[src/hw/cmd_src_params.svh]
// Constants for the command source selector: codes, field widths, reset values
`ifndef CMD_SRC_PARAMS_SVH
`define CMD_SRC_PARAMS_SVH

// ==========================================================================
// Terminal function numbers
`define FUNC_DROOP_SEL      8'h4C
`define FUNC_LINK_ENABLE    8'h18
`define FUNC_LIFE_ALARM     8'h00
`define FUNC_CODE_W         8

// ==========================================================================
// Code widths and limits
`define SERIAL_CODE_W       4
`define SERIAL_CODE_MAX     4'h8
`define FIELDBUS_CODE_W     2
`define SRC_SEL_W           2

// ==========================================================================
// Reset values
`define SERIAL_CODE_RST     4'h0
`define FIELDBUS_CODE_RST   2'h0
`define RAMP_STEP_RST       16'h0001

// ==========================================================================
// Register word offsets and refused codes
`define OFS_SERIAL          4'h0
`define OFS_FIELDBUS        4'h1
`define OFS_LOCAL           4'h2
`define OFS_MODE            4'h3
`define OFS_STATUS          4'h4
`define OFS_STEP            4'h5
`define MODE_RESERVED       2'h3

`endif

[src/hw/cmd_src_pkg.sv]
// Types shared by the command source selector
package cmd_src_pkg;

  typedef enum logic [1:0] {
    SRC_LOCAL    = 2'h0,
    SRC_PORT1    = 2'h1,
    SRC_PORT2    = 2'h2,
    SRC_FIELDBUS = 2'h3
  } cmd_src_t;

  typedef enum logic [1:0] {
    CTRL_VF     = 2'h0,
    CTRL_VEC    = 2'h1,
    CTRL_VEC_PG = 2'h2
  } ctrl_mode_t;

endpackage

[src/hw/cmd_src_sel.sv]
// Command source selector with droop enable and lifetime warning output
//
// Chosen here: the placing of the registers and the plain strobed port.
`timescale 1ns/10ps
`include "cmd_src_params.svh"
module cmd_src_sel #(
  parameter int FREQ_W  = 16,
  parameter int NUM_DI  = 7,
  parameter int NUM_DO  = 6,
  parameter int ADDR_W  = 4
) (
  input  wire logic                         ref_clk,
  input  wire logic                         rst_n,
  // Register port
  input  wire logic [ADDR_W-1:0]            reg_addr,
  input  wire logic [31:0]                  reg_wdata,
  input  wire logic                         reg_wr,
  input  wire logic                         reg_rd,
  output logic      [31:0]                  reg_rdata_q,
  // Digital input terminals and their function assignments
  input  wire logic [NUM_DI-1:0]            di_level,
  input  wire logic [NUM_DI*`FUNC_CODE_W-1:0] di_func,
  // Digital output function assignments and outputs
  input  wire logic [NUM_DO*`FUNC_CODE_W-1:0] do_func,
  output logic      [NUM_DO-1:0]            do_level_q,
  // Life monitors
  input  wire logic                         life_near_end,
  // Frequency path
  input  wire logic [FREQ_W-1:0]            freq_local,
  input  wire logic [FREQ_W-1:0]            freq_port1,
  input  wire logic [FREQ_W-1:0]            freq_port2,
  input  wire logic [FREQ_W-1:0]            freq_fieldbus,
  input  wire logic [FREQ_W-1:0]            droop_offset,
  input  wire logic                         ramp_tick,
  // Run path
  input  wire logic                         run_keypad,
  input  wire logic                         run_terminal,
  input  wire logic                         run_port1,
  input  wire logic                         run_port2,
  input  wire logic                         run_fieldbus,
  // Resolved results
  output cmd_src_pkg::cmd_src_t             freq_src_q,
  output cmd_src_pkg::cmd_src_t             run_src_q,
  output logic                              link_enable_cmd_q,
  output logic                              droop_en_q,
  output logic      [FREQ_W-1:0]            freq_out_q,
  output logic                              run_out_q
);

  // ========================================================================
  // Register map
  localparam logic [ADDR_W-1:0] ADDR_SERIAL   = ADDR_W'(`OFS_SERIAL);
  localparam logic [ADDR_W-1:0] ADDR_FIELDBUS = ADDR_W'(`OFS_FIELDBUS);
  localparam logic [ADDR_W-1:0] ADDR_LOCAL    = ADDR_W'(`OFS_LOCAL);
  localparam logic [ADDR_W-1:0] ADDR_MODE     = ADDR_W'(`OFS_MODE);
  localparam logic [ADDR_W-1:0] ADDR_STATUS   = ADDR_W'(`OFS_STATUS);
  localparam logic [ADDR_W-1:0] ADDR_STEP     = ADDR_W'(`OFS_STEP);

  // ========================================================================
  // Software settings
  logic [`SERIAL_CODE_W-1:0]   serial_link_source_sel_q;
  logic [`FIELDBUS_CODE_W-1:0] fieldbus_source_sel_q;
  logic                        freq_source_code_q;
  logic                        alt_freq_source_code_q;
  logic                        run_source_code_q;
  cmd_src_pkg::ctrl_mode_t     ctrl_mode_q;
  logic [FREQ_W-1:0]           ramp_step_q;

  wire wr_serial   = reg_wr && (reg_addr == ADDR_SERIAL);
  wire wr_fieldbus = reg_wr && (reg_addr == ADDR_FIELDBUS);
  wire wr_local    = reg_wr && (reg_addr == ADDR_LOCAL);
  wire wr_mode     = reg_wr && (reg_addr == ADDR_MODE);
  wire wr_step     = reg_wr && (reg_addr == ADDR_STEP);

  // Out-of-range serial codes are refused so the table never sees them
  wire serial_ok   = reg_wdata[`SERIAL_CODE_W-1:0] <= `SERIAL_CODE_MAX;
  // Code 3 names no control mode; refusing it keeps the ramp choice defined
  wire mode_ok     = reg_wdata[1:0] != `MODE_RESERVED;

  always_ff @(posedge ref_clk) begin
    if (!rst_n) begin
      serial_link_source_sel_q <= `SERIAL_CODE_RST;
    end else if (wr_serial && serial_ok) begin
      serial_link_source_sel_q <= reg_wdata[`SERIAL_CODE_W-1:0];
    end
  end

  always_ff @(posedge ref_clk) begin
    if (!rst_n) begin
      fieldbus_source_sel_q <= `FIELDBUS_CODE_RST;
    end else if (wr_fieldbus) begin
      fieldbus_source_sel_q <= reg_wdata[`FIELDBUS_CODE_W-1:0];
    end
  end

  always_ff @(posedge ref_clk) begin
    if (!rst_n) begin
      freq_source_code_q     <= 1'b0;
      alt_freq_source_code_q <= 1'b0;
      run_source_code_q      <= 1'b0;
    end else if (wr_local) begin
      freq_source_code_q     <= reg_wdata[0];
      alt_freq_source_code_q <= reg_wdata[1];
      run_source_code_q      <= reg_wdata[2];
    end
  end

  always_ff @(posedge ref_clk) begin
    if (!rst_n) begin
      ctrl_mode_q <= cmd_src_pkg::CTRL_VF;
    end else if (wr_mode && mode_ok) begin
      ctrl_mode_q <= cmd_src_pkg::ctrl_mode_t'(reg_wdata[1:0]);
    end
  end

  always_ff @(posedge ref_clk) begin
    if (!rst_n) begin
      ramp_step_q <= FREQ_W'(`RAMP_STEP_RST);
    end else if (wr_step) begin
      ramp_step_q <= reg_wdata[FREQ_W-1:0];
    end
  end

  // ========================================================================
  // Terminal function decode
  function automatic logic func_active(
    input logic [NUM_DI-1:0]               lvl,
    input logic [NUM_DI*`FUNC_CODE_W-1:0]  funcs,
    input logic [`FUNC_CODE_W-1:0]         code
  );
    logic hit;
    hit = 1'b0;
    for (int i = 0; i < NUM_DI; i++) begin
      if (funcs[i*`FUNC_CODE_W +: `FUNC_CODE_W] == code && lvl[i]) begin
        hit = 1'b1;
      end
    end
    return hit;
  endfunction

  function automatic logic func_assigned(
    input logic [NUM_DI*`FUNC_CODE_W-1:0]  funcs,
    input logic [`FUNC_CODE_W-1:0]         code
  );
    logic hit;
    hit = 1'b0;
    for (int i = 0; i < NUM_DI; i++) begin
      if (funcs[i*`FUNC_CODE_W +: `FUNC_CODE_W] == code) begin
        hit = 1'b1;
      end
    end
    return hit;
  endfunction

  wire droop_on   = func_active(di_level, di_func, `FUNC_DROOP_SEL);
  wire link_on    = func_active(di_level, di_func, `FUNC_LINK_ENABLE);
  wire link_mapped = func_assigned(di_func, `FUNC_LINK_ENABLE);
  // Missing assignment counts as permanently enabled
  wire link_en    = link_mapped ? link_on : 1'b1;

  // ========================================================================
  // Source resolution
  cmd_src_pkg::cmd_src_t serial_freq_src;
  cmd_src_pkg::cmd_src_t serial_run_src;
  cmd_src_pkg::cmd_src_t freq_src_d;
  cmd_src_pkg::cmd_src_t run_src_d;

  // Serial-link table, frequency half
  function automatic cmd_src_pkg::cmd_src_t serial_freq_of(
    input logic [`SERIAL_CODE_W-1:0] code
  );
    unique case (code)
      4'h1, 4'h3, 4'h7: serial_freq_of = cmd_src_pkg::SRC_PORT1;
      4'h4, 4'h5, 4'h8: serial_freq_of = cmd_src_pkg::SRC_PORT2;
      default:          serial_freq_of = cmd_src_pkg::SRC_LOCAL;
    endcase
  endfunction

  // Serial-link table, run half
  function automatic cmd_src_pkg::cmd_src_t serial_run_of(
    input logic [`SERIAL_CODE_W-1:0] code
  );
    unique case (code)
      4'h2, 4'h3, 4'h5: serial_run_of = cmd_src_pkg::SRC_PORT1;
      4'h6, 4'h7, 4'h8: serial_run_of = cmd_src_pkg::SRC_PORT2;
      default:          serial_run_of = cmd_src_pkg::SRC_LOCAL;
    endcase
  endfunction

  // Port 1 is the keypad connector, port 2 the board line terminals
  assign serial_freq_src = serial_freq_of(serial_link_source_sel_q);
  assign serial_run_src  = serial_run_of(serial_link_source_sel_q);

  wire fb_freq = fieldbus_source_sel_q[0];
  wire fb_run  = fieldbus_source_sel_q[1];

  always_comb begin
    freq_src_d = cmd_src_pkg::SRC_LOCAL;
    run_src_d  = cmd_src_pkg::SRC_LOCAL;
    if (link_en) begin
      freq_src_d = fb_freq ? cmd_src_pkg::SRC_FIELDBUS : serial_freq_src;
      run_src_d  = fb_run  ? cmd_src_pkg::SRC_FIELDBUS : serial_run_src;
    end
  end

  // ========================================================================
  // Command muxing
  logic [FREQ_W-1:0] freq_sel;
  logic              run_sel;
  logic              run_local;

  assign run_local = run_source_code_q ? run_terminal : run_keypad;

  always_comb begin
    unique case (freq_src_q)
      cmd_src_pkg::SRC_PORT1:    freq_sel = freq_port1;
      cmd_src_pkg::SRC_PORT2:    freq_sel = freq_port2;
      cmd_src_pkg::SRC_FIELDBUS: freq_sel = freq_fieldbus;
      default:                   freq_sel = freq_local;
    endcase
    unique case (run_src_q)
      cmd_src_pkg::SRC_PORT1:    run_sel = run_port1;
      cmd_src_pkg::SRC_PORT2:    run_sel = run_port2;
      cmd_src_pkg::SRC_FIELDBUS: run_sel = run_fieldbus;
      default:                   run_sel = run_local;
    endcase
  end

  // ========================================================================
  // Droop compensation
  // Droop lowers the frequency; saturate at zero rather than wrap
  wire [FREQ_W-1:0] droop_sub  = droop_en_q ? droop_offset : '0;
  wire [FREQ_W-1:0] freq_droop = (freq_sel > droop_sub) ? FREQ_W'(freq_sel - droop_sub) : '0;
  wire              is_vf      = ctrl_mode_q == cmd_src_pkg::CTRL_VF;
  wire [FREQ_W-1:0] ramp_value;
  wire [FREQ_W-1:0] ramp_target = is_vf ? freq_droop : freq_sel;

  // Under V/f the ramp absorbs load steps, at the cost of lagging droop
  droop_ramp #(
    .FREQ_W (FREQ_W)
  ) u_ramp (
    .ref_clk (ref_clk),
    .rst_n   (rst_n),
    .step_en (ramp_tick),
    .step    (ramp_step_q),
    .target  (ramp_target),
    .value_q (ramp_value)
  );

  // Vector modes ramp the raw command and subtract droop after the ramp
  wire [FREQ_W-1:0] vec_out = (ramp_value > droop_sub) ?
                              FREQ_W'(ramp_value - droop_sub) : '0;
  wire [FREQ_W-1:0] freq_out_d = is_vf ? ramp_value : vec_out;

  // ========================================================================
  // Lifetime warning outputs
  logic [NUM_DO-1:0] do_level_d;

  genvar g;
  generate
    for (g = 0; g < NUM_DO; g++) begin : g_do
      assign do_level_d[g] =
        (do_func[g*`FUNC_CODE_W +: `FUNC_CODE_W] == `FUNC_LIFE_ALARM) && life_near_end;
    end
  endgenerate

  // ========================================================================
  // Registered results
  always_ff @(posedge ref_clk) begin
    if (!rst_n) begin
      freq_src_q <= cmd_src_pkg::SRC_LOCAL;
      run_src_q  <= cmd_src_pkg::SRC_LOCAL;
    end else begin
      freq_src_q <= freq_src_d;
      run_src_q  <= run_src_d;
    end
  end

  always_ff @(posedge ref_clk) begin
    if (!rst_n) begin
      link_enable_cmd_q <= 1'b1;
      droop_en_q        <= 1'b0;
    end else begin
      link_enable_cmd_q <= link_en;
      droop_en_q        <= droop_on;
    end
  end

  always_ff @(posedge ref_clk) begin
    if (!rst_n) begin
      freq_out_q <= '0;
      run_out_q  <= 1'b0;
      do_level_q <= '0;
    end else begin
      freq_out_q <= freq_out_d;
      run_out_q  <= run_sel;
      do_level_q <= do_level_d;
    end
  end

  // ========================================================================
  // Register read port
  logic [31:0] rd_mux;

  always_comb begin
    rd_mux = 32'h0000_0000;
    unique case (reg_addr)
      ADDR_SERIAL:   rd_mux[`SERIAL_CODE_W-1:0]   = serial_link_source_sel_q;
      ADDR_FIELDBUS: rd_mux[`FIELDBUS_CODE_W-1:0] = fieldbus_source_sel_q;
      ADDR_LOCAL:    rd_mux[2:0] = {run_source_code_q, alt_freq_source_code_q,
                                    freq_source_code_q};
      ADDR_MODE:     rd_mux[1:0] = ctrl_mode_q;
      ADDR_STATUS:   rd_mux[6:0] = {life_near_end, droop_en_q, link_enable_cmd_q,
                                    run_src_q, freq_src_q};
      ADDR_STEP:     rd_mux[FREQ_W-1:0] = ramp_step_q;
      default:       rd_mux = 32'h0000_0000;
    endcase
  end

  always_ff @(posedge ref_clk) begin
    if (!rst_n) begin
      reg_rdata_q <= 32'h0000_0000;
    end else if (reg_rd) begin
      reg_rdata_q <= rd_mux;
    end else begin
      reg_rdata_q <= 32'h0000_0000;
    end
  end

endmodule

[src/hw/droop_ramp.sv]
// Ramp limiter that slews the frequency command (droop-adjusted under V/f only) toward its target
`timescale 1ns/10ps
module droop_ramp #(
  parameter int FREQ_W = 16
) (
  input  wire logic              ref_clk,
  input  wire logic              rst_n,
  input  wire logic              step_en,
  input  wire logic [FREQ_W-1:0] step,
  input  wire logic [FREQ_W-1:0] target,
  output logic      [FREQ_W-1:0] value_q
);

  logic [FREQ_W-1:0] value_d;
  logic [FREQ_W-1:0] diff_up;
  logic [FREQ_W-1:0] diff_dn;
  logic              go_up;

  assign go_up   = target > value_q;
  assign diff_up = target - value_q;
  assign diff_dn = value_q - target;

  // Clamp the last step so the ramp lands on the target without overshoot
  always_comb begin
    value_d = value_q;
    if (step_en) begin
      if (go_up) begin
        value_d = (diff_up > step) ? FREQ_W'(value_q + step) : target;
      end else begin
        value_d = (diff_dn > step) ? FREQ_W'(value_q - step) : target;
      end
    end
  end

  always_ff @(posedge ref_clk) begin
    if (!rst_n) begin
      value_q <= '0;
    end else begin
      value_q <= value_d;
    end
  end

endmodule

[config.mk]
export PLATFORM = sky130hd
export DESIGN_NAME = cmd_src_sel
export DESIGN_NICKNAME = d
export VERILOG_FILES = /design/src/hw/cmd_src_pkg.sv /design/src/hw/cmd_src_sel.sv /design/src/hw/droop_ramp.sv
export VERILOG_INCLUDE_DIRS = /design/src /design/src/hw
export SDC_FILE = /design/constraint.sdc
export NUM_CORES = 1
export LEC_CHECK = 0
export ABC_AREA = 1
export ABC_CLOCK_PERIOD_IN_PS = 6510
export BUFFER_PORTS_ARGS = -buffer_cell sky130_fd_sc_hd__buf_2
export CAP_MARGIN = 5
export CORE_MARGIN = 10
export CORE_UTILIZATION = 55
export CTS_CLUSTER_SIZE = 30
export DETAILED_ROUTE_END_ITERATION = 8
export PLACE_DENSITY = 0.94
export SYNTH_ARGS = -nofsm -noshare
export SYNTH_HDL_FRONTEND = slang
export SYNTH_HIERARCHICAL = 1
export SYNTH_SLANG_ARGS = --single-unit
[constraint.sdc]
create_clock -name ref_clk -period 6.51 [get_ports ref_clk]
set_input_delay 0.3255 -clock ref_clk [delete_from_list [all_inputs] [get_ports ref_clk]]
set_output_delay 0.3255 -clock ref_clk [all_outputs]
set_load 0.02 [all_outputs]
==> impl_metrics.ini <==
[sta]
final_cycle_utilization_of_the_critical_path_pct = 93.84
final_critical_path_setup_slack_ps = 401.2
fin_worst_skew_ps = 13.59
timing.final.crit_period_ps = 6109
setup-tns-final_ps = 0
relSlewSlack_pct = 30.53
fmaxAchievable_mhz = 163.7
worst_slew_pin_slew_ps = 1036
timing.final.setup_violations = 0
report.final.hold_viol_count = 0
slew_viols_final = 0

[hold_path]
hold_class = input port to register
min_path_cells = 3
start_point_of_the_worst_hold_path = do_func[27]
worst_hold_path.endpoint = do_level_q[3]$_SDFF_PN0_

[setup_path]
critical_path_top_delay_cell = sky130_fd_sc_hd__dfxtp_1
cp_num_buf_inv = 6
worst_flop_to_flop_path_endpoint = u_ramp/value_q[4]$_SDFFE_PN0P_
r2r.worst_path.cells = 33
critPathLaunchType = register
critical-path-top-delay-family = simple AND/OR/NAND/NOR gates
cp_data_arrival_time_ps = 6390
critPathCaptureType = register
r2r-start = droop_en_q$_SDFF_PN0_
r2r_slack_ps = 400
timing.critical_path.fanout_max = 22
cpMostUsedCell = sky130_fd_sc_hd__nand2_1
critical_path_required_ps = 6790
setup.worst_path.class = register to register
crit_path_max_incr_delay_ps = 830

[yosys]
avgSynthCellArea_um2 = 6.009
ys_seq_area_share_pct = 15.55
ys_ff_latch = 88
synth-edff-count = 0
mappedNetlistArea_um2 = 11330
ys.warnings.count = 6
synth.distinct_cells = 61
ys_async_sr_fraction_pct = 0
synth_top_flop_cell = sky130_fd_sc_hd__dfxtp_1
postSynthCellCount = 1885

[die]
core.rowCount = 52
die_h_um = 163.5
start_util_pct = 55.98
die_area_um2 = 26740
top_level_ports = 299
floorplan.core_area_um2 = 20230
chipWidth_um = 163.5

[pwr]
switchingPower_uw = 3081
finalPower_uw = 5539
power_switching_share_pct = 55.62
share_clk_of_total_power_pct = 9.9
peakVddDrop_uv = 283.9
sequentialPowerShare_pct = 12.9
power.density_nw_per_um2 = 416.6
power.share.combinational_pct = 77.2
power_report.internal_total_uw = 2458
total_leakage_power_uw = 0.007090

[clocking]
cts-htree-levels = 3
root_cell_of_the_clock_tree = sky130_fd_sc_hd__clkbuf_16
clock-sinks = 88
cts.clk_slew.worst_paths_ps = 80
holdBufCountCts = 0
worst_case_clock_buffer_depth = 2
cts-buffers-inserted = 9
tritoncts = done
worstSkewPairLatency_ps = 370

[finish]
antenna_cells_inserted = 0
layout_commonest_cell = sky130_fd_sc_hd__nand2_1
final_cell_mix = 544 x sky130_fd_sc_hd__nand2_1, 301 x sky130_fd_sc_hd__inv_1, 266 x sky130_fd_sc_hd__buf_2, 130 x sky130_fd_sc_hd__a21oi_1
area_growth_pct = 17.39
post_route_cells_drive_above_1_share_pct = 18.74
fin_nets = 2503

[route]
drc = 0
detailroute.via_count = 13290
detail-route-antenna-nets = 0
vias_per_cell = 5.513
route.final.wire_length_um = 41700
drt_first_iter_violations = 1219
drtPass1Iterations = 6
wire_per_inst_um = 17.30

[placed_design]
place_hpwl_um = 35000
dp_slack_ps = 129.5
finalWeightedCongestion = 1.022
port_buffers = 266

[grt]
antenna_found_initial = 0
grt_overflow_total = 0
grt_pass1_wl_um = 64670
grt.total_usage_pct = 29.76
first_global_vias = 12800
largest_net_degree_at_the_start_of_global_routing = 33

[outcome]
outcome = finished, final reports clean

[flow_run]
timing.max_cap.violations = 0
per-layer routing:
layer | GRT usage (%) | share of wire, % | vias to the layer above
met5 | 0 | 0 | -
met2 | 51.13 | 47 | 696
met4 | 12.79 | 4.1 | 0
met3 | 6.368 | 9.3 | 115
li1 | - | - | 6557
met1 | 34.99 | 39 | 5919
sequential cells by signal (all words and copies together), names as in the netlist:
signal,flops
ramp_step_q,16
freq_out_q,16
fieldbus_source_sel_q,2
u_ramp/value_q,16
run_source_code_q,1
run_out_q,1
run_src_q,2
reg_rdata_q,16
serial_link_source_sel_q,4
do_level_q,6
freq_src_q,2
ctrl_mode_q,2
freq_source_code_q,1
alt_freq_source_code_q,1
link_enable_cmd_q,1
droop_en_q,1
Yosys cell counts, types with 2 or more instances:
cell type                   number  area share (%)
sky130_fd_sc_hd__a211oi_1        2            0.13
sky130_fd_sc_hd__a21boi_0        3            0.20
sky130_fd_sc_hd__a21o_1          5            0.33
sky130_fd_sc_hd__a21oi_1       134             5.9
sky130_fd_sc_hd__a21oi_2        10            0.77
sky130_fd_sc_hd__a221oi_1        9            0.70
sky130_fd_sc_hd__a311oi_1        2            0.15
sky130_fd_sc_hd__a31oi_1         6            0.33
sky130_fd_sc_hd__and2_1          7            0.39
sky130_fd_sc_hd__and3_1          2            0.11
sky130_fd_sc_hd__buf_2          20            0.88
sky130_fd_sc_hd__buf_4          25             1.7
sky130_fd_sc_hd__buf_6           3            0.30
sky130_fd_sc_hd__clkbuf_1       14            0.46
sky130_fd_sc_hd__clkbuf_2        2           0.088
sky130_fd_sc_hd__dfxtp_1        88              16
sky130_fd_sc_hd__fa_1            6             1.1
sky130_fd_sc_hd__ha_1          124              14
sky130_fd_sc_hd__inv_1         303              10
sky130_fd_sc_hd__inv_2           3           0.099
sky130_fd_sc_hd__nand2_1       549              18
sky130_fd_sc_hd__nand2_2        19             1.0
sky130_fd_sc_hd__nand2_4         2            0.20
sky130_fd_sc_hd__nand3_1       121             5.3
sky130_fd_sc_hd__nand3_2        14             1.2
sky130_fd_sc_hd__nand3b_1       12            0.80
sky130_fd_sc_hd__nand4_1        19             1.0
sky130_fd_sc_hd__nor2_1        122             4.0
sky130_fd_sc_hd__nor2_2          4            0.22
sky130_fd_sc_hd__nor2_4          2            0.20
sky130_fd_sc_hd__nor3_1         37             1.6
sky130_fd_sc_hd__nor4_1          7            0.39
sky130_fd_sc_hd__o2111ai_1       2            0.15
sky130_fd_sc_hd__o211ai_1       15            0.99
sky130_fd_sc_hd__o21ai_0        72             3.2
sky130_fd_sc_hd__o21ai_1        12            0.53
sky130_fd_sc_hd__o21bai_1        5            0.33
sky130_fd_sc_hd__o221ai_1        3            0.23
sky130_fd_sc_hd__o22ai_1         9            0.50
sky130_fd_sc_hd__o31ai_1         2            0.13
sky130_fd_sc_hd__or2_2           4            0.22
sky130_fd_sc_hd__or4_1          12            0.80
sky130_fd_sc_hd__xnor2_1        14             1.1
sky130_fd_sc_hd__xor2_1         42             3.2
metrics by stage:
step	utilization, %	std cells	area, um2	hold slack [ps]
3_5_place_dp	63.39	2391	12830	459.6
2_1_floorplan	-	1900	11380	429.9
6_report	65.71	2410	13300	202.5
4_1_cts	64.88	2407	13130	193.4
5_1_grt	65.71	2410	13300	215.1
3_3_place_gp	63.39	2391	12830	443.6
power groups by stage:
stage	combinational, uW	clock, uW	sequential (uW)
floorplan	3050	0	705
global placement	3940	0	720
detailed placement	4070	0	721
CTS	4100	553	709
global route	4750	569	719
finish	4280	548	713
timing repair:
action,4_1_cts,5_1_grt
setup buffers,0,2
endpoints found under the setup margin,0,16
gates resized for setup,0,37
hold endpoints to repair,0,0
worst min-delay path: cells and delay by family:
kind	cells	cell delay, ps
buf+inv	1	70
simple gates	2	120
how the worst max path moves through the flow:
| stage | cells past startpoint | end | start | slack [ps] |
|---|---|---|---|---|
| floorplan | 36 | u_ramp/value_q[0]$_SDFFE_PN0P_ | freq_src_q[1]$_SDFF_PN0_ | 1160 |
| global placement | 36 | u_ramp/value_q[1]$_SDFFE_PN0P_ | freq_src_q[1]$_SDFF_PN0_ | 350 |
| detailed placement | 35 | u_ramp/value_q[11]$_SDFFE_PN0P_ | freq_src_q[1]$_SDFF_PN0_ | 130 |
| CTS | 35 | u_ramp/value_q[11]$_SDFFE_PN0P_ | freq_src_q[1]$_SDFF_PN0_ | 80 |
| global route | 34 | u_ramp/value_q[4]$_SDFFE_PN0P_ | droop_en_q$_SDFF_PN0_ | -30 |
| finish | 33 | u_ramp/value_q[4]$_SDFFE_PN0P_ | droop_en_q$_SDFF_PN0_ | 400 |
kinds of logic after synthesis:
group / count (synthesis) / synth area share (%)
simple gates: 939 / 36.35
fa+ha+maj: 130 / 14.76
compound gates: 296 / 15.04
buf+inv: 375 / 13.93
other cells: 1 / 0.03311
xor+xnor: 56 / 4.330
flops: 88 / 15.55
cell type report:
| class | instances | area (um2) |
|---|---|---|
| multi-input combinational | 1438 | 8197 |
| inverter | 308 | 1161 |
| tap | 270 | 337.8 |
| clock buffer | 9 | 225.2 |
| fill | 1862 | 6938 |
| timing repair buffer | 290 | 1536 |
| clock inverter | 7 | 77.57 |
| sequential | 88 | 1762 |
Power figures use the tool's default switching activity.
